==> config.mk <==
export PLATFORM = sky130hd
export DESIGN_NAME = serial_port_ctrl
export DESIGN_NICKNAME = d
export VERILOG_FILES = /design/src/hw/serial_port_pkg.sv /design/src/hw/serial_port_ctrl.sv
export SDC_FILE = /design/constraint.sdc
export NUM_CORES = 1
export LEC_CHECK = 0
export ABC_CLOCK_PERIOD_IN_PS = 3400
export BUFFER_PORTS_ARGS = -buffer_cell sky130_fd_sc_hd__clkbuf_2
export CAP_MARGIN = 10
export CORE_MARGIN = 4
export CORE_UTILIZATION = 35
export DETAILED_ROUTE_END_ITERATION = 10
export GPL_TIMING_DRIVEN = 0
export PLACE_DENSITY = 0.59
export SLEW_MARGIN = 10
export SYNTH_ARGS = -nofsm -noshare
export SYNTH_HDL_FRONTEND = slang
export SYNTH_SLANG_ARGS = --single-unit
==> constraint.sdc <==
create_clock -name aclk -period 3.4 [get_ports aclk]
set_clock_uncertainty 0.1 [all_clocks]
set_input_delay 0.17 -clock aclk [delete_from_list [all_inputs] [get_ports aclk]]
set_output_delay 0.17 -clock aclk [all_outputs]
set_load 0.005 [all_outputs]
==> src/hw/serial_port_pkg.sv <==
// Shared constants and carriers for the serial port control and baud block.
// Assumes an AXI4-Lite master with 32-bit data and byte addresses on 8 bits.
package serial_port_pkg;

  ////////////////////////////////////////////////////////////////////////////
  // Register byte offsets
  localparam logic [7:0] OFF_TX_CTRL = 8'h00;
  localparam logic [7:0] OFF_RX_CTRL = 8'h04;
  localparam logic [7:0] OFF_BAUD_CTRL = 8'h08;
  localparam logic [7:0] OFF_DIV_LOW = 8'h0c;
  localparam logic [7:0] OFF_DIV_HIGH = 8'h10;
  localparam logic [7:0] OFF_RX_DATA = 8'h14;

  // Register select codes from the address decoder
  typedef enum logic [2:0] {
    SEL_TX, SEL_RX, SEL_BAUD, SEL_DLO, SEL_DHI, SEL_DATA, SEL_NONE
  } reg_sel_t;

  ////////////////////////////////////////////////////////////////////////////
  // Transmit status/control field positions
  localparam int TX_CLKSRC_BIT = 7;
  localparam int TX_NINE_BIT = 6;
  localparam int TX_EN_BIT = 5;
  localparam int TX_SYNC_BIT = 4;
  localparam int TX_BREAK_BIT = 3;
  localparam int TX_HSPEED_BIT = 2;
  localparam int TX_EMPTY_BIT = 1;
  localparam int TX_NINTH_BIT = 0;
  // Receive status/control field positions
  localparam int RX_PORTEN_BIT = 7;
  localparam int RX_NINE_BIT = 6;
  localparam int RX_SINGLE_BIT = 5;
  localparam int RX_CONT_BIT = 4;
  localparam int RX_ADDR_BIT = 3;
  // Baud control field positions
  localparam int BD_SIXTEEN_BIT = 3;
  localparam int BD_POL_BIT = 4;
  localparam int BD_WAKE_BIT = 1;
  localparam int BD_AUTO_BIT = 0;
  // Receive data register: flag above the data byte
  localparam int RXD_FLAG_BIT = 8;

  // Writable bit masks and reset values
  localparam logic [7:0] TX_WMASK = 8'hfd;
  localparam logic [7:0] RX_WMASK = 8'hf8;
  localparam logic [7:0] BD_WMASK = 8'h1b;
  localparam logic [7:0] CTRL_RST = 8'h00;
  localparam logic [7:0] DIV_RST = 8'h00;

  // Prescaler terminal counts: multiplier minus one
  localparam logic [5:0] PRE_ASYNC_LOW = 6'h3f;
  localparam logic [5:0] PRE_ASYNC_MID = 6'h0f;
  localparam logic [5:0] PRE_FAST = 6'h03;

  // AXI responses
  localparam logic [1:0] RESP_OKAY = 2'h0;
  localparam logic [1:0] RESP_SLVERR = 2'h2;

  ////////////////////////////////////////////////////////////////////////////
  // Control handed to the shift datapaths
  typedef struct packed {
    logic enable;       // Port on, pins owned by the port
    logic sync_mode;    // Synchronous operation
    logic master;       // Sync clock generated here
    logic tx_nine;      // Nine-bit transmit
    logic tx_en;        // Transmitter enabled after precedence
    logic tx_break;     // Next transmission is a break
    logic tx_ninth;     // Ninth transmit bit
    logic rx_nine;      // Nine-bit receive
    logic rx_en;        // Receiver enabled
    logic addr_detect;  // Address filter active
    logic polarity;     // Invert data / clock edge select
    logic wake;         // Waiting for a wake edge
    logic autobaud;     // Auto-baud measurement requested
  } ctrl_t;

  // Events and state from the shift datapaths
  typedef struct packed {
    logic tsr_full;        // Transmit shift register holds data
    logic break_done;      // Break character finished
    logic rx_start;        // Start bit detected
    logic rx_done;         // Character complete, fields below valid
    logic rx_framing_error;         // Its stop bit was bad
    logic [8:0] rx_char;   // Character, bit 8 the ninth bit
    logic sync_rx_done;    // Single synchronous reception ended
    logic wake_edge;       // Falling edge seen on receive input
    logic abd_done;        // Auto-baud measurement finished
    logic abd_ovf;         // Auto-baud timer overflowed
  } stat_t;

endpackage : serial_port_pkg

==> src/hw/serial_port_ctrl.sv <==
// Control, status and baud rate generator of the serial port.
// Assumes shift datapaths outside report events on stat_i for one cycle each
// and follow ctrl_o; software reaches registers over AXI4-Lite.
//
// Chosen here: the address map and the AXI4-Lite register port.
`timescale 1ns/10ps
module serial_port_ctrl (
  input wire logic aclk,
  input wire logic aresetn,
  input wire logic [7:0] awaddr,
  input wire logic awvalid,
  output logic awready,
  input wire logic [31:0] wdata,
  input wire logic [3:0] wstrb,
  input wire logic wvalid,
  output logic wready,
  output logic [1:0] bresp,
  output logic bvalid,
  input wire logic bready,
  input wire logic [7:0] araddr,
  input wire logic arvalid,
  output logic arready,
  output logic [31:0] rdata,
  output logic [1:0] rresp,
  output logic rvalid,
  input wire logic rready,
  input wire serial_port_pkg::stat_t stat_i,
  output serial_port_pkg::ctrl_t ctrl_o,
  output logic baud_tick_o
);

  ////////////////////////////////////////////////////////////////////////////
  // Address decode, shared by the read and write paths
  function automatic serial_port_pkg::reg_sel_t reg_sel(input logic [7:0] addr);
    case (addr)
      serial_port_pkg::OFF_TX_CTRL: reg_sel = serial_port_pkg::SEL_TX;
      serial_port_pkg::OFF_RX_CTRL: reg_sel = serial_port_pkg::SEL_RX;
      serial_port_pkg::OFF_BAUD_CTRL: reg_sel = serial_port_pkg::SEL_BAUD;
      serial_port_pkg::OFF_DIV_LOW: reg_sel = serial_port_pkg::SEL_DLO;
      serial_port_pkg::OFF_DIV_HIGH: reg_sel = serial_port_pkg::SEL_DHI;
      serial_port_pkg::OFF_RX_DATA: reg_sel = serial_port_pkg::SEL_DATA;
      default: reg_sel = serial_port_pkg::SEL_NONE;
    endcase
  endfunction : reg_sel

  // Bus state
  logic aw_held_r, w_held_r; // Address / data captured, waiting for partner
  logic [7:0] awaddr_r;
  logic [7:0] wbyte_r;       // Only the low lane carries register bits
  logic wlane_r;             // Low byte lane strobe
  logic aw_hs, w_hs, ar_hs, do_write, wr_en, rd_pop;
  logic aw_held_nxt, w_held_nxt, bvalid_nxt, rvalid_nxt;
  serial_port_pkg::reg_sel_t wr_sel, rd_sel;
  logic [31:0] rd_val;

  // Software visible registers
  logic [7:0] txc_r, rxc_r, bdc_r, div_lo_r, div_hi_r;
  logic shift_empty_r, framing_error_r, overrun_error_r, ninth_r, abd_ovf_r, receive_idle_flag_r;
  logic [7:0] rx_data_r;     // Held character
  logic rx_full_r;           // Receive buffer occupied
  logic rx_flag_r;           // Receive flag: character or wake event

  // Decoded mode
  logic port_en, sync_m, async_m, rx_en_eff, accept;

  // Baud generator
  logic [5:0] pre_r, pre_term;
  logic [15:0] tmr_r, div_n;
  logic pre_wrap, tmr_wrap;

  ////////////////////////////////////////////////////////////////////////////
  // Handshakes: address and data are taken in either order, write runs
  // one edge after both are held, so the response always follows both.
  assign aw_hs = awvalid && awready;
  assign w_hs = wvalid && wready;
  assign ar_hs = arvalid && arready;
  assign do_write = aw_held_r && w_held_r;
  assign wr_sel = reg_sel(awaddr_r);
  assign wr_en = do_write && wlane_r;
  assign rd_sel = reg_sel(araddr);
  assign rd_pop = ar_hs && (rd_sel == serial_port_pkg::SEL_DATA);
  assign aw_held_nxt = aw_hs || (aw_held_r && !do_write);
  assign w_held_nxt = w_hs || (w_held_r && !do_write);
  assign bvalid_nxt = do_write || (bvalid && !bready);
  assign rvalid_nxt = ar_hs || (rvalid && !rready);

  // Write channel state; ready drops once a beat is held
  always_ff @(posedge aclk) begin
    if (!aresetn) begin
      aw_held_r <= 1'b0;
      w_held_r <= 1'b0;
      awready <= 1'b0;
      wready <= 1'b0;
      bvalid <= 1'b0;
      bresp <= serial_port_pkg::RESP_OKAY;
      awaddr_r <= 8'h00;
      wbyte_r <= 8'h00;
      wlane_r <= 1'b0;
    end else begin
      aw_held_r <= aw_held_nxt;
      w_held_r <= w_held_nxt;
      bvalid <= bvalid_nxt;
      // Ready stays low while a beat waits or a response is pending
      awready <= !aw_held_nxt && !bvalid_nxt && !do_write;
      wready <= !w_held_nxt && !bvalid_nxt && !do_write;
      if (aw_hs) begin
        awaddr_r <= awaddr;
      end
      if (w_hs) begin
        wbyte_r <= wdata[7:0];
        wlane_r <= wstrb[0];
      end
      // Unmapped addresses answer with an error and change nothing
      if (do_write) begin
        bresp <= (wr_sel == serial_port_pkg::SEL_NONE) ? serial_port_pkg::RESP_SLVERR
                                                        : serial_port_pkg::RESP_OKAY;
      end
    end
  end

  // Read value mux
  always_comb begin
    rd_val = 32'h0000_0000;
    case (rd_sel)
      serial_port_pkg::SEL_TX: begin
        rd_val[7:0] = txc_r;
        rd_val[serial_port_pkg::TX_EMPTY_BIT] = shift_empty_r;
      end
      serial_port_pkg::SEL_RX: begin
        rd_val[7:0] = {rxc_r[7:3], framing_error_r, overrun_error_r, ninth_r};
      end
      serial_port_pkg::SEL_BAUD: begin
        rd_val[7:0] = {abd_ovf_r, receive_idle_flag_r, bdc_r[5:0]};
      end
      serial_port_pkg::SEL_DLO: rd_val[7:0] = div_lo_r;
      serial_port_pkg::SEL_DHI: rd_val[7:0] = div_hi_r;
      serial_port_pkg::SEL_DATA: begin
        rd_val[7:0] = rx_data_r;
        rd_val[serial_port_pkg::RXD_FLAG_BIT] = rx_flag_r;
      end
      default: rd_val = 32'h0000_0000;
    endcase
  end

  // Read channel: answer on the same edge that takes the address
  always_ff @(posedge aclk) begin
    if (!aresetn) begin
      arready <= 1'b0;
      rvalid <= 1'b0;
      rdata <= 32'h0000_0000;
      rresp <= serial_port_pkg::RESP_OKAY;
    end else begin
      rvalid <= rvalid_nxt;
      arready <= !rvalid_nxt;
      if (ar_hs) begin
        rdata <= rd_val;
        rresp <= (rd_sel == serial_port_pkg::SEL_NONE) ? serial_port_pkg::RESP_SLVERR
                                                        : serial_port_pkg::RESP_OKAY;
      end
    end
  end

  ////////////////////////////////////////////////////////////////////////////
  // Mode decode
  assign port_en = rxc_r[serial_port_pkg::RX_PORTEN_BIT];
  assign sync_m = txc_r[serial_port_pkg::TX_SYNC_BIT];
  assign async_m = !sync_m;
  // Continuous receive in either mode; single receive only as sync master
  assign rx_en_eff = rxc_r[serial_port_pkg::RX_CONT_BIT] ||
                     (sync_m && txc_r[serial_port_pkg::TX_CLKSRC_BIT] &&
                      rxc_r[serial_port_pkg::RX_SINGLE_BIT]);
  // Address filter drops characters without the ninth bit in async nine-bit
  assign accept = port_en && stat_i.rx_done && rx_en_eff && !overrun_error_r &&
                  !(async_m && rxc_r[serial_port_pkg::RX_NINE_BIT] &&
                    rxc_r[serial_port_pkg::RX_ADDR_BIT] && !stat_i.rx_char[8]);

  // Transmit control; software write beats the hardware break clear
  always_ff @(posedge aclk) begin
    if (!aresetn) begin
      txc_r <= serial_port_pkg::CTRL_RST;
    end else begin
      if (stat_i.break_done) begin
        txc_r[serial_port_pkg::TX_BREAK_BIT] <= 1'b0;
      end
      if (wr_en && wr_sel == serial_port_pkg::SEL_TX) begin
        txc_r <= wbyte_r & serial_port_pkg::TX_WMASK;
      end
    end
  end

  // Receive control; single receive ends itself after one character
  always_ff @(posedge aclk) begin
    if (!aresetn) begin
      rxc_r <= serial_port_pkg::CTRL_RST;
    end else begin
      if (stat_i.sync_rx_done && sync_m) begin
        rxc_r[serial_port_pkg::RX_SINGLE_BIT] <= 1'b0;
      end
      if (wr_en && wr_sel == serial_port_pkg::SEL_RX) begin
        rxc_r <= wbyte_r & serial_port_pkg::RX_WMASK;
      end
    end
  end

  // Baud control; wake and auto-baud bits are cleared by their events
  always_ff @(posedge aclk) begin
    if (!aresetn) begin
      bdc_r <= serial_port_pkg::CTRL_RST;
    end else begin
      if (async_m && stat_i.wake_edge) begin
        bdc_r[serial_port_pkg::BD_WAKE_BIT] <= 1'b0;
      end
      if (async_m && stat_i.abd_done) begin
        bdc_r[serial_port_pkg::BD_AUTO_BIT] <= 1'b0;
      end
      if (wr_en && wr_sel == serial_port_pkg::SEL_BAUD) begin
        bdc_r <= wbyte_r & serial_port_pkg::BD_WMASK;
      end
    end
  end

  // Divisor pair
  always_ff @(posedge aclk) begin
    if (!aresetn) begin
      div_lo_r <= serial_port_pkg::DIV_RST;
      div_hi_r <= serial_port_pkg::DIV_RST;
    end else if (wr_en && wr_sel == serial_port_pkg::SEL_DLO) begin
      div_lo_r <= wbyte_r;
    end else if (wr_en && wr_sel == serial_port_pkg::SEL_DHI) begin
      div_hi_r <= wbyte_r;
    end
  end

  ////////////////////////////////////////////////////////////////////////////
  // Status flags; a disabled port holds all of them at their reset state
  always_ff @(posedge aclk) begin
    if (!aresetn || !port_en) begin
      shift_empty_r <= 1'b1;
      receive_idle_flag_r <= 1'b1;
      abd_ovf_r <= 1'b0;
    end else begin
      shift_empty_r <= !stat_i.tsr_full;
      // Idle means nothing between start bit and character end
      if (sync_m || stat_i.rx_done) begin
        receive_idle_flag_r <= 1'b1;
      end else if (stat_i.rx_start) begin
        receive_idle_flag_r <= 1'b0;
      end
      // Overflow only counts in async mode; sticky until port disabled
      if (async_m && stat_i.abd_ovf) begin
        abd_ovf_r <= 1'b1;
      end
    end
  end

  // Overrun: clearing continuous receive wins over a new overrun, since
  // the clear, like disabling the port, is how software recovers the receiver
  always_ff @(posedge aclk) begin
    if (!aresetn || !port_en || !rxc_r[serial_port_pkg::RX_CONT_BIT]) begin
      overrun_error_r <= 1'b0;
    end else if (accept && rx_full_r && !rd_pop) begin
      overrun_error_r <= 1'b1;
    end
  end

  // Receive buffer: one held character with its framing and ninth bit
  always_ff @(posedge aclk) begin
    if (!aresetn || !port_en) begin
      rx_full_r <= 1'b0;
      rx_data_r <= 8'h00;
      framing_error_r <= 1'b0;
      ninth_r <= 1'b0;
    end else if (accept && (!rx_full_r || rd_pop)) begin
      rx_full_r <= 1'b1;
      rx_data_r <= stat_i.rx_char[7:0];
      framing_error_r <= stat_i.rx_framing_error;
      ninth_r <= stat_i.rx_char[8];
    end else if (rd_pop) begin
      rx_full_r <= 1'b0;
    end
  end

  // Receive flag: a loaded character or a wake edge, cleared by the pop;
  // a new event in the pop cycle keeps the flag set
  always_ff @(posedge aclk) begin
    if (!aresetn || !port_en) begin
      rx_flag_r <= 1'b0;
    end else if ((accept && (!rx_full_r || rd_pop)) ||
                 (async_m && bdc_r[serial_port_pkg::BD_WAKE_BIT] && stat_i.wake_edge)) begin
      rx_flag_r <= 1'b1;
    end else if (rd_pop) begin
      rx_flag_r <= 1'b0;
    end
  end

  ////////////////////////////////////////////////////////////////////////////
  // Baud generator: prescaler times divisor counter gives the bit period
  assign div_n = bdc_r[serial_port_pkg::BD_SIXTEEN_BIT] ? {div_hi_r, div_lo_r}
                                                        : {8'h00, div_lo_r};
  // Async high speed ignored in sync; both speed bits give the fast rate
  always_comb begin
    if (sync_m) begin
      pre_term = serial_port_pkg::PRE_FAST;
    end else if (txc_r[serial_port_pkg::TX_HSPEED_BIT] &&
                 bdc_r[serial_port_pkg::BD_SIXTEEN_BIT]) begin
      pre_term = serial_port_pkg::PRE_FAST;
    end else if (txc_r[serial_port_pkg::TX_HSPEED_BIT] ||
                 bdc_r[serial_port_pkg::BD_SIXTEEN_BIT]) begin
      pre_term = serial_port_pkg::PRE_ASYNC_MID;
    end else begin
      pre_term = serial_port_pkg::PRE_ASYNC_LOW;
    end
  end
  // Compare with >= so a width change never strands the counter above n
  assign pre_wrap = (pre_r >= pre_term);
  assign tmr_wrap = (tmr_r >= div_n);

  // Free-running timer; a divisor write restarts it so the new rate
  // applies at once rather than after the old period runs out
  always_ff @(posedge aclk) begin
    if (!aresetn || !port_en ||
        (wr_en && (wr_sel == serial_port_pkg::SEL_DLO ||
                   wr_sel == serial_port_pkg::SEL_DHI))) begin
      pre_r <= 6'h00;
      tmr_r <= 16'h0000;
      baud_tick_o <= 1'b0;
    end else begin
      pre_r <= pre_wrap ? 6'h00 : pre_r + 6'h01;
      if (pre_wrap) begin
        tmr_r <= tmr_wrap ? 16'h0000 : tmr_r + 16'h0001;
      end
      baud_tick_o <= pre_wrap && tmr_wrap;
    end
  end

  ////////////////////////////////////////////////////////////////////////////
  // Control to the datapaths, registered; mode-dependent bits are masked
  always_ff @(posedge aclk) begin
    if (!aresetn) begin
      ctrl_o <= '0;
    end else begin
      ctrl_o.enable <= port_en;
      ctrl_o.sync_mode <= sync_m;
      ctrl_o.master <= sync_m && txc_r[serial_port_pkg::TX_CLKSRC_BIT];
      ctrl_o.tx_nine <= txc_r[serial_port_pkg::TX_NINE_BIT];
      ctrl_o.tx_en <= port_en && txc_r[serial_port_pkg::TX_EN_BIT] &&
                      !(sync_m && rx_en_eff);
      ctrl_o.tx_break <= async_m && txc_r[serial_port_pkg::TX_BREAK_BIT];
      ctrl_o.tx_ninth <= txc_r[serial_port_pkg::TX_NINTH_BIT];
      ctrl_o.rx_nine <= rxc_r[serial_port_pkg::RX_NINE_BIT];
      ctrl_o.rx_en <= port_en && rx_en_eff && !overrun_error_r;
      ctrl_o.addr_detect <= async_m && rxc_r[serial_port_pkg::RX_NINE_BIT] &&
                            rxc_r[serial_port_pkg::RX_ADDR_BIT];
      ctrl_o.polarity <= bdc_r[serial_port_pkg::BD_POL_BIT];
      ctrl_o.wake <= async_m && bdc_r[serial_port_pkg::BD_WAKE_BIT];
      ctrl_o.autobaud <= async_m && bdc_r[serial_port_pkg::BD_AUTO_BIT];
    end
  end
endmodule : serial_port_ctrl

; Word-level counts from Yosys, hierarchy flattened
; Cells that the tools add are included.
[totals]
reg_bits = 121
latch_bits = 0
mem_bits_rw = 0
mem_bits_ro = 0
input_bits = 77
wordCells = 185
mem_count = 0
[op_classes]
addsub = 2
multipliers = 0
n_div = 0
n_lt_le_gt_ge = 2
n_eq_ne = 21
shifts = 0
mux = 21
n_bitwise = 1
reduce_logical = 91
[op_table]
columns = operator, n
row1 = case mux 8 bit (6 select lines), 1
row2 = logical AND 1 bit, 47
row3 = case mux 3 bit (6 select lines), 2
row4 = == test 8 x 4 -> 1 bit (second input constant), 4
row5 = == test 8 x 5 -> 1 bit (second input constant), 4
row6 = two-way mux 16 bit, 2
row7 = two-way mux 6 bit, 4
row8 = zero test 1 bit, 18
row9 = adder 16 x 1 -> 16 bit (second input constant), 1
row10 = == test 8 x 3 -> 1 bit (second input constant), 2
row11 = >= comparator 16 bit, 1
row12 = zero test 8 bit, 2
row13 = == test 3 bit (second input constant), 5
row14 = logical OR 1 bit, 13
row15 = == test 3 x 2 -> 1 bit (second input constant), 4
row16 = nonzero test 2 bit, 6
row17 = two-way mux 1 bit, 8
row18 = adder 6 x 1 -> 6 bit (second input constant), 1
row19 = == test 3 x 1 -> 1 bit (second input constant), 2
row20 = >= comparator 6 bit, 1
row21 = zero test 3 bit, 2
row22 = two-way mux 2 bit, 3
row23 = two-way mux 4 bit, 1
row24 = OR reduction 2 bit, 2
row25 = 2 further kinds, 2

; Logic depth before layout (Yosys ltp)
; Gate-level depths: netlist (run 1).
[logic_depth]
depth_word = 9
mapped_depth = 10
depth_no_buf = 8

; Least setup slack after synthesis (run 1)
; Ideal clock, no wire load.
[synth_timing]
path_kind = in2reg
start = input araddr[0]
end = register framing_error_r
setup_time_ps = 128
arrival_time_ps = 2383
path_slack_ps = 789
path_stages = 10
path_buffers = 2
cell_sequence = or4_4 or3_1 ha_1 buf_2 nand4b_1 o41ai_4 nand2b_2 buf_6 mux2i_1 nor2_1
[synth_between]
elab_chain_len = 6
elab_cells_between_ends = 11
cone_classes = eq/ne (6) / mux (1) / reduce/logical (4)
[synth_rtl]
columns = item, line
row1 = start: declaration, serial_port_ctrl.sv:20  ; input wire logic [7:0] araddr,
row2 = "== test 8 x 5 -> 1 bit, or another cell as far along", serial_port_ctrl.sv:35  ; case (addr)
row3 = case mux 3 bit (6 select lines) (*), serial_port_ctrl.sv:35
row4 = == test 3 bit (*), serial_port_ctrl.sv:81  ; assign rd_pop = ar_hs && (rd_sel == serial_port_pkg::SEL_DATA);
row5 = logical AND 1 bit (*), serial_port_ctrl.sv:81
row6 = logical OR 1 bit (*), serial_port_ctrl.sv:273  ; end else if (accept && (!rx_full_r || rd_pop)) begin
row7 = logical AND 1 bit (*), serial_port_ctrl.sv:273
row8 = end signal: assignment, serial_port_ctrl.sv:276  ; framing_error_r <= stat_i.rx_framing_error;
row9 = end: declaration, serial_port_ctrl.sv:58  ; logic shift_empty_r, framing_error_r, overrun_error_r, ninth_r, abd_ovf_r, receive_idle_flag_r;
; Every way passes the cells marked *; elsewhere a longest branch is shown, timed or not.
; A chain may end at the register's enable or synchronous reset.

; Final worst setup path (run 1)
[layout_timing]
start = register txc_r[4]
end = register tmr_r[14]
[layout_between]
elab_chain_len = 2
[layout_rtl]
columns = item, line
row1 = start: declaration, serial_port_ctrl.sv:57  ; logic [7:0] txc_r, rxc_r, bdc_r, div_lo_r, div_hi_r;
row2 = start signal: assignment, serial_port_ctrl.sv:180  ; txc_r <= serial_port_pkg::CTRL_RST;
row3 = start signal: assignment, serial_port_ctrl.sv:186  ; txc_r <= wbyte_r & serial_port_pkg::TX_WMASK;
row4 = two-way mux 6 bit, serial_port_ctrl.sv:302  ; if (sync_m) begin
row5 = >= comparator 6 bit, serial_port_ctrl.sv:315  ; assign pre_wrap = (pre_r >= pre_term);
row6 = end signal: assignment, serial_port_ctrl.sv:330  ; tmr_r <= tmr_wrap ? 16'h0000 : tmr_r + 16'h0001;
row7 = end: declaration, serial_port_ctrl.sv:68  ; logic [15:0] tmr_r, div_n;
; No other way between the ends.

==> results of run 1 <==
-- cell usage after synthesis, types with 4 or more instances --
master,count,area [sq um]
dfxtp_1,119,2380
xnor2_1,4,35.0
nand3_1,16,80.1
mux2_2,8,90.1
nor2_1,32,120
and3_1,7,43.8
a21oi_1,20,100
nor2b_1,29,181
inv_1,16,60.1
and2_1,13,81.3
nor3_1,5,25.0
o211ai_1,4,30.0
o21ai_0,18,90.1
a222oi_1,12,120
xor2_1,7,61.3
nand4_1,5,31.3
mux2i_1,36,360
a21boi_0,33,248
buf_4,27,203
or3_1,7,43.8
nand2b_1,5,31.3
a22oi_1,6,45.0
nand2_1,81,304
clkbuf_1,16,60.1
ha_1,23,288
-- stage by stage --
stage	area [sq um]	setup slack [ps]
detailed placement	6350	308
floorplan	5690	789
finish	7300	279
CTS	7300	286
global placement	6350	341
global route	7300	62.2
-- registers in the layout, summed over array words and instances (netlist names), 4 cells and up --
register and count:
tmr_r 16, rxc_r 5, awaddr_r 8, wbyte_r 8, bdc_r 4, rx_data_r 8
txc_r 7, div_hi_r 8, ctrl_o 13, rdata 9, pre_r 6, div_lo_r 8
-- final timing paths --
| kind | from | end | slack, ps | cells past startpoint |
|---|---|---|---|---|
| worst min register to register | pre_r[0] | pre_r[0] | 350 | 1 |
| worst max register to register | txc_r[4] | tmr_r[14] | 280 | 10 |
| worst max-delay path | txc_r[4] | tmr_r[14] | 280 | 10 |
| worst min-delay path | stat_i[14] | rx_full_r | 20 | 3 |
-- worst min-delay path, stage by stage --
cell and delay [ps]:
clkbuf_2 110, nand4b_1 130, a21oi_1 80
-- kinds of logic after synthesis --
| kind of cell | after synthesis | share of synthesized area |
|---|---|---|
| simple gates | 222 | 0.208 |
| flops | 119 | 0.425 |
| compound gates | 117 | 0.155 |
| buf+inv | 63 | 0.0621 |
| mux | 44 | 0.0804 |
| fa+ha+maj | 23 | 0.0514 |
| xor+xnor | 11 | 0.0172 |
| other cells | 1 | 0.000670 |
-- power by group --
part	internal (W)	switching [W]	total, W	leakage, nW
logic	0.0000985	0.0000843	0.000183	1.80
registers	0.00141	0.0000180	0.00143	0.961
clock network	0.00115	0.000652	0.00181	0.287
total	0.00266	0.000755	0.00342	3.05
-- per-layer routing --
layer / wire, um / track usage / vias to the layer above
met4: 332 / 0.0696 / 0
li1: - / - / 2399
met2: 6830 / 0.277 / 152
met3: 851 / 0.0358 / 28
met5: 0 / 0 / -
met1: 7140 / 0.226 / 2194
-- final cells by class --
| class | count | area (sq um) | share of cell area |
|---|---|---|---|
| Clock inverter | 11 | 123 | 0.0168 |
| Tap cell | 211 | 264 | 0.0361 |
| Multi-Input combinational cell | 442 | 2960 | 0.405 |
| Timing Repair Buffer | 114 | 746 | 0.102 |
| Sequential cell | 119 | 2380 | 0.326 |
| Clock buffer | 21 | 480 | 0.0658 |
| Buffer | 47 | 288 | 0.0394 |
| Inverter | 16 | 60.1 | 0.00822 |
-- timing repair --
item | in CTS | in global routing
hold buffers | 35 | 0
endpoints found under the hold margin | 35 | 0
setup buffers | 0 | 0
==> summary.txt, run 1 <==
Critical path
  • Startpoint types: flop
  • Worst Path Arrival: 3370 ps
  • CP endpoint kind: flop
  • Worst EP required: 3640 ps
  • Buf+Inv Stages, Crit Path: 3
  • Max stage delay cell, worst path: nor2_1
  • CP cell instances: clkbuf_1 -> inv_1 -> nand2_1 -> ha_1 -> a21oi_1 -> a21oi_2 -> nor2_1 -> o221ai_2 -> buf_2 -> a21oi_1
  • Crit path top cell by count: a21oi_1
  • CP top delay family: buffers and inverters
  • Max FO, Critical Path: 10
  • Critical Path Max Stage Delay: 440 ps
  • Critical path class: flop to flop

STA
  • Tcrit/Tclk final: 0.918
  • Max_slew headroom: 0.516
  • Final setup vio count: 0
  • Fmax: 320 MHz
  • Worst Hold Slack: 23.6 ps
  • Worst Max-Slew Pin Slew: 720 ps
  • Setup TNS: 0 ps
  • Tmin final: 3120 ps
  • RSZ-0062 raised after global routing: no
  • Fin. Hold Viols: 0
  • Max Slew Vio Count: 0

CTS
  • H-tree levels: 4
  • CTS clk-pin slew, worst paths: 60 ps
  • Clock latency on the worst-skew pair: 420 ps
  • CTS tree: done
  • Clock root buffer master: clkbuf_16
  • # resized after CTS: 0
  • TritonCTS Buffers: 17
  • Sink Count: 119
  • Max Root-Sink Buffers: 2

Final layout
  • Fill count: 1497
  • Area delta synth->final: 30.4%
  • Layout cells sized above 1: 0.213
  • Ant. Diodes: 0
  • Non-filler cells, final: 981
  • Leading cell type in the layout, fill and taps excluded: dfxtp_1
  • Final Util: 0.473
  • Commonest cells after routing, fill and taps aside: dfxtp_1, nand2_1, clkbuf_2
  • Final net count: 857

Placement
  • Placed cells: 914
  • PortBufs: 79
  • Detailed placer's ending HPWL: 11600 um
  • Gpl congestion: 0.866

Synthesis
  • Synth Flop Type: dfxtp_1
  • Mapped Avg Cell Area: 9.33 sq um
  • FFs w/ async S/R, synth: 0
  • Synth Warn #: 0
  • Sequential-to-total area share from yosys stat: 0.425
  • Flops & latches, synth: 119
  • Mapped Cells: 600
  • Post-synth EDFFs: 0
  • Post-synthesis cell type count: 60
  • Cell area after synthesis: 5600 sq um

Detailed routing
  • WL final: 15200 um
  • Detailed Routing Iterations Pass 1: 6
  • Via count: 4773
  • Wirelength per Cell: 15.5 um
  • # DRC: 0
  • Initial DRC count: 286
  • Detail Route Antenna Nets: 0
  • Via density: 4.87

Global routing
  • Largest net degree at the start of global routing: 17
  • Initial antenna violation count: 0
  • Number of global-route vias before repair: 4740
  • Global-route wire length before repair: 24500 um
  • All-layer global routing usage: 0.172
  • GRT overflow: 0

Floorplan
  • Row cnt: 45
  • DIE HEIGHT: 134 um
  • Core Box Area: 15400 sq um
  • Initial Util: 0.363
  • Die width: 134 um
  • DIE AREA: 18100 sq um
  • Num ports: 132

Pwr
  • Pwr dens: 468 nW/um^2
  • Peak supply drop: 347 uV
  • Tot Pwr: 0.00342 W
  • P_leak: 3.05 nW

Status
  • Outcome: finished clean

Min path
  • Worst Hold Class: input pin to flop

Run
  • Max-capacitance violation count: 0
(Power assumes the default switching activity.)
==> inputs of run 2 (changes only) <==
HOLD_SLACK_MARGIN = 0.06   (was unset)
==> summary.txt, run 2 (synthesized netlist as in run 1, its figures left out) <==
Status
  • Outcome: finished clean (unchanged)

Run
  • Max-capacitance violation count: 0 (unchanged)

STA
  • Worst Setup Slack, final: 270 ps (was 279 ps)
  • Max_slew headroom: 0.532 (was 0.516)
  • Fmax: 319 MHz (was 320 MHz)
  • Tmin final: 3130 ps (was 3120 ps)
  • Setup TNS: 0 ps (unchanged)
  • Fin. Hold Viols: 0 (unchanged)
  • Final setup vio count: 0 (unchanged)
  • Worst Max-Slew Pin Slew: 697 ps (was 720 ps)
  • RSZ-0062 raised after global routing: no (unchanged)
  • Tcrit/Tclk final: 0.921 (was 0.918)
  • Max Slew Vio Count: 0 (unchanged)

Detailed routing
  • Via count: 4810 (was 4773)
  • Detailed Routing Iterations Pass 1: 7 (was 6)
  • Detail Route Antenna Nets: 0 (unchanged)
  • Via density: 4.89 (was 4.87)
  • Wirelength per Cell: 15.5 um (about the same)
  • WL final: 15200 um (about the same)
  • Initial DRC count: 345 (was 286)
  • # DRC: 0 (unchanged)

Pwr
  • Tot Pwr: 0.00342 W (about the same)
  • P_leak: 3.06 nW (was 3.05 nW)
  • Peak supply drop: 349 uV (was 347 uV)
  • Pwr dens: 467 nW/um^2 (was 468 nW/um^2)

CTS
  • Max Root-Sink Buffers: 2 (unchanged)
  • Clock latency on the worst-skew pair: 420 ps (about the same)
  • Sink Count: 119 (unchanged)
  • TritonCTS Buffers: 17 (unchanged)
  • CTS clk-pin slew, worst paths: 50 ps (was 60 ps)
  • H-tree levels: 4 (unchanged)
  • # resized after CTS: 0 (unchanged)
  • CTS tree: done (unchanged)
  • Clock root buffer master: clkbuf_16 (unchanged)

Final layout
  • Final Util: 0.475 (was 0.473)
  • Layout cells sized above 1: 0.212 (was 0.213)
  • Max FFs per register: 16 (unchanged)
  • Commonest cells after routing, fill and taps aside: dfxtp_1, nand2_1, clkbuf_2 (unchanged)
  • Leading cell type in the layout, fill and taps excluded: dfxtp_1 (unchanged)
  • Final net count: 860 (was 857)
  • Non-filler cells, final: 984 (was 981)
  • Area delta synth->final: 30.9% (was 30.4%)
  • Ant. Diodes: 0 (unchanged)
  • Largest Register: tmr_r (unchanged)
  • Largest registers: tmr_r (16), ctrl_o (13), rdata (9) (unchanged)

Global routing
  • Number of global-route vias before repair: 4778 (was 4740)
  • Global-route wire length before repair: 24700 um (was 24500 um)
  • Met3 usage: 0.0358 (unchanged)
  • Largest net degree at the start of global routing: 17 (unchanged)
  • GRT overflow: 0 (unchanged)
  • Initial antenna violation count: 0 (unchanged)
  • Most Crowded Layer GR: met2 (unchanged)
  • All-layer global routing usage: 0.173 (was 0.172)
  • Met1 Usage GRT: 0.226 (about the same)
  • GRT met2 Usage: 0.279 (was 0.277)

Placement
  • Detailed placer's ending HPWL: 11600 um (unchanged)
  • Pre-CTS setup slack: 308 ps (unchanged)
  • PortBufs: 79 (unchanged)
  • Placed cells: 914 (unchanged)
  • Gpl congestion: 0.866 (unchanged)

Critical path
  • Startpoint types: flop (unchanged)
  • CP endpoint kind: flop (unchanged)
  • Critical path class: flop to flop (unchanged)
  • Worst Path Arrival: 3370 ps (about the same)
  • Worst EP required: 3640 ps (about the same)
  • Flop2flop setup slack: 270 ps (was 280 ps)
  • Max FO, Critical Path: 10 (unchanged)

Floorplan
  • DIE HEIGHT: 134 um (unchanged)
  • DIE AREA: 18100 sq um (unchanged)
  • Core Box Area: 15400 sq um (unchanged)
  • Num ports: 132 (unchanged)
  • Die width: 134 um (unchanged)
  • Row cnt: 45 (unchanged)
  • Initial Util: 0.363 (unchanged)

Min path
  • Worst Hold Class: input pin to flop (unchanged)
-- run 2: cell types whose count changed in the layout (fill, tap and decap cells not counted), sizes merged --
cell / before / now
dlygate4sd3: 35 / 38
-- run 2: final cells by class --
type,count,area (sq um)
fill,1494,8090
multi-input combinational,442,2960
sequential,119,2380
timing repair buffer,117,776
clock buffer,21,480
buffer,47,288
tap,211,264
clock inverter,11,123
inverter,16,60.1
-- run 2: worst paths after layout --
kind / cells past startpoint / start / endpoint
worst max-delay path: 10 / txc_r[4] / tmr_r[14]
worst min-delay path: 3 / arvalid / rvalid
worst max register to register: 10 / txc_r[4] / tmr_r[14]
worst min register to register: 1 / pre_r[0] / pre_r[0]
-- run 2: per-stage QoR --
stage	hold WS [ps]	cell area (sq um)
global placement	227	6350
floorplan	132	5690
finish	87.1	7330
global route	120	7330
CTS	73.7	7330
detailed placement	229	6350
-- run 2: where the power goes --
part | internal (W) | total, W | switching, W | leakage, nW
combinational | 0.000101 | 0.000186 | 0.0000849 | 1.81
sequential | 0.00141 | 0.00143 | 0.0000179 | 0.961
clock | 0.00115 | 0.00181 | 0.000654 | 0.287
-- run 2: critical path: stages, from the launching register on --
cell      delay [ps]
dfxtp_1          320
clkbuf_1         410
inv_1            280
nand2_1          200
ha_1             270
a21oi_1          190
a21oi_2          150
nor2_1           440
o221ai_2         290
buf_2            270
a21oi_1          130
-- run 2: layer usage --
metal | part of all wire | vias up | wire, um
met3 | 0.057 | 26 | 864
met2 | 0.45 | 144 | 6880
met1 | 0.47 | 2234 | 7170
li1 | - | 2406 | -
met4 | 0.019 | 0 | 291
met5 | 0 | - | 0
-- run 2: what timing repair did --
item	CTS	global route
hold endpoints to repair	40	0
buffers inserted	0	0
hold buffers	38	0
==> inputs of run 3 (changes only) <==
BUFFER_PORTS_ARGS = -buffer_cell sky130_fd_sc_hd__buf_2   (was -buffer_cell sky130_fd_sc_hd__clkbuf_2)
==> summary.txt, run 3 (synthesized netlist as in run 1, its figures left out) <==
Floorplan
  • Core Box Area: 15400 sq um (unchanged)
  • Die width: 134 um (unchanged)
  • Num ports: 132 (unchanged)
  • DIE HEIGHT: 134 um (unchanged)
  • DIE AREA: 18100 sq um (unchanged)
  • Initial Util: 0.363 (unchanged)
  • Row cnt: 45 (unchanged)

Final layout
  • Largest Register: tmr_r (unchanged)
  • Finished Cell Area: 7310 sq um (was 7330 sq um)
  • Ant. Diodes: 0 (unchanged)
  • Max FFs per register: 16 (unchanged)
  • Commonest cells after routing, fill and taps aside: dfxtp_1, nand2_1, buf_2 (was dfxtp_1, nand2_1, clkbuf_2)
  • Area delta synth->final: 30.5% (was 30.9%)
  • Leading cell type in the layout, fill and taps excluded: dfxtp_1 (unchanged)
  • Final net count: 860 (unchanged)
  • Layout cells sized above 1: 0.209 (was 0.212)
  • Largest registers: tmr_r (16), ctrl_o (13), rdata (9) (unchanged)
  • Fill count: 1490 (was 1494)

Critical path
  • Reg2Reg Capture Point: tmr_r[4] (was tmr_r[14])
  • Reg2Reg Depth: 10 (unchanged)
  • CP cell instances: clkbuf_2 -> inv_1 -> nand2_1 -> ha_1 -> nand3_1 -> a21oi_2 -> nor2_1 -> o221ai_2 -> buf_2 -> nor2_1 (was clkbuf_1 -> inv_1 -> nand2_1 -> ha_1 -> a21oi_1 -> a21oi_2 -> nor2_1 -> o221ai_2 -> buf_2 -> a21oi_1)
  • Critical path class: flop to flop (unchanged)
  • CP top delay family: compound AO/OA/AOI/OAI gates (was buffers and inverters)
  • Max FO, Critical Path: 10 (unchanged)
  • Max stage delay cell, worst path: o221ai_2 (was nor2_1)
  • Critical Path Max Stage Delay: 420 ps (was 440 ps)
  • Worst Path Arrival: 3240 ps (was 3370 ps)
  • Crit path top cell by count: nor2_1 (was a21oi_1)
  • Startpoint types: flop (unchanged)
  • Setup crit end: tmr_r[4] (was tmr_r[14])
  • Buf+Inv Stages, Crit Path: 3 (unchanged)
  • Critical path depth: 10 (unchanged)
  • Worst r2r src: txc_r[4] (unchanged)
  • Crit. Startpoint: txc_r[4] (unchanged)
  • Worst EP required: 3590 ps (was 3640 ps)
  • CP endpoint kind: flop (unchanged)
  • Flop2flop setup slack: 350 ps (was 270 ps)

Detailed routing
  • Initial DRC count: 339 (was 345)
  • Detail Route Antenna Nets: 0 (unchanged)
  • Via count: 4843 (was 4810)
  • # DRC: 0 (unchanged)
  • Wirelength per Cell: 15.6 um (was 15.5 um)
  • Detailed Routing Iterations Pass 1: 6 (was 7)
  • WL final: 15400 um (was 15200 um)
  • Via density: 4.93 (was 4.89)

Placement
  • Detailed placer's ending HPWL: 11600 um (about the same)
  • PortBufs: 79 (unchanged)
  • Pre-CTS setup slack: 245 ps (was 308 ps)
  • Placed Area: 6350 sq um (unchanged)
  • Gpl congestion: 0.840 (was 0.866)

Global routing
  • Number of global-route vias before repair: 4683 (was 4778)
  • All-layer global routing usage: 0.172 (was 0.173)
  • Largest net degree at the start of global routing: 17 (unchanged)
  • GRT overflow: 0 (unchanged)
  • Initial antenna violation count: 0 (unchanged)
  • Global-route wire length before repair: 24500 um (was 24700 um)

CTS
  • TritonCTS Buffers: 17 (unchanged)
  • Sink Count: 119 (unchanged)
  • Max Root-Sink Buffers: 2 (unchanged)
  • CTS tree: done (unchanged)
  • CTS clk-pin slew, worst paths: 50 ps (about the same)
  • Clock root buffer master: clkbuf_16 (unchanged)
  • H-tree levels: 4 (unchanged)
  • Clock latency on the worst-skew pair: 410 ps (was 420 ps)

STA
  • RSZ-0062 raised after global routing: no (unchanged)
  • Worst Max-Slew Pin Slew: 782 ps (was 697 ps)
  • Setup TNS: 0 ps (unchanged)
  • Final setup vio count: 0 (unchanged)
  • Max Slew Vio Count: 0 (unchanged)
  • Fin. Hold Viols: 0 (unchanged)
  • Worst Setup Slack, final: 352 ps (was 270 ps)
  • Fmax: 328 MHz (was 319 MHz)
  • Tcrit/Tclk final: 0.897 (was 0.921)
  • Max_slew headroom: 0.475 (was 0.532)
  • Tmin final: 3050 ps (was 3130 ps)

Min path
  • Worst Hold Class: input pin to flop (unchanged)

Status
  • Outcome: finished clean (unchanged)

Pwr
  • Peak supply drop: 327 uV (was 349 uV)
  • P_leak: 3.06 nW (about the same)
  • Pwr dens: 459 nW/um^2 (was 467 nW/um^2)

Run
  • Max-capacitance violation count: 0 (unchanged)
==> run 3: cell types whose count changed in the layout (fill, tap and decap cells not counted) <==
cell        delta
clkbuf_1       +2
clkinv_4       -2
clkbuf_8       -1
buf_2         +79
clkinvlp_4     -1
clkbuf_2      -78
==> run 3: worst min path at each step <==
stage	startpoint	endpoint	slack, ps	cells after the start
after detailed placement	stat_i[17]	shift_empty_r	260	2
after floorplan	stat_i[17]	shift_empty_r	130	1
after global routing	arvalid	rvalid	150	3
after global placement	stat_i[17]	shift_empty_r	240	2
after CTS	arvalid	rvalid	110	3
final	arvalid	rvalid	130	3
==> run 3: what timing repair did <==
item                       CTS  global route
setup endpoints to repair    0             8
hold endpoints to repair    39             0
hold buffers                38             0
gates resized for setup      0             2
setup buffers                0             0
==> run 3: metal layers <==
metal	GRT usage	wire length [um]
met5	0	0
met4	0.0696	342
met3	0.0443	991
met2	0.271	6970
met1	0.226	7050
==> run 3: cell type report <==
type                            count  area [sq um]  share of cell area
Multi-Input combinational cell    442          2960               0.405
Sequential cell                   119          2380               0.326
Timing Repair Buffer              117           776               0.106
Clock buffer                       23           478              0.0654
Buffer                             47           289              0.0396
Tap cell                          211           264              0.0361
Clock inverter                      8          97.6              0.0134
Inverter                           16          60.1             0.00822
==> run 3: power by group <==
| part | total [W] | internal [W] | switching (W) |
|---|---|---|---|
| combinational | 0.000186 | 0.000101 | 0.0000850 |
| sequential | 0.00143 | 0.00141 | 0.0000178 |
| clock | 0.00174 | 0.00113 | 0.000611 |
| total | 0.00335 | 0.00264 | 0.000714 |
==> run 3: metrics by stage <==
step,hold slack [ps],std cells,total power (W),util
final,128,983,0.00335,0.474
after global routing,152,983,0.00348,0.474
after CTS,106,983,0.00339,0.474
after detailed placement,260,914,0.00161,0.412
after global placement,240,914,0.00161,0.412
after floorplan,132,624,0.00154,-
==> run 3: worst reg2reg max path, stage by stage (launching register included) <==
cell      delay, ps
dfxtp_1         300
clkbuf_2        210
inv_1           270
nand2_1         180
ha_1            330
nand3_1          90
a21oi_2         390
nor2_1          260
o221ai_2        420
buf_2           300
nor2_1           80
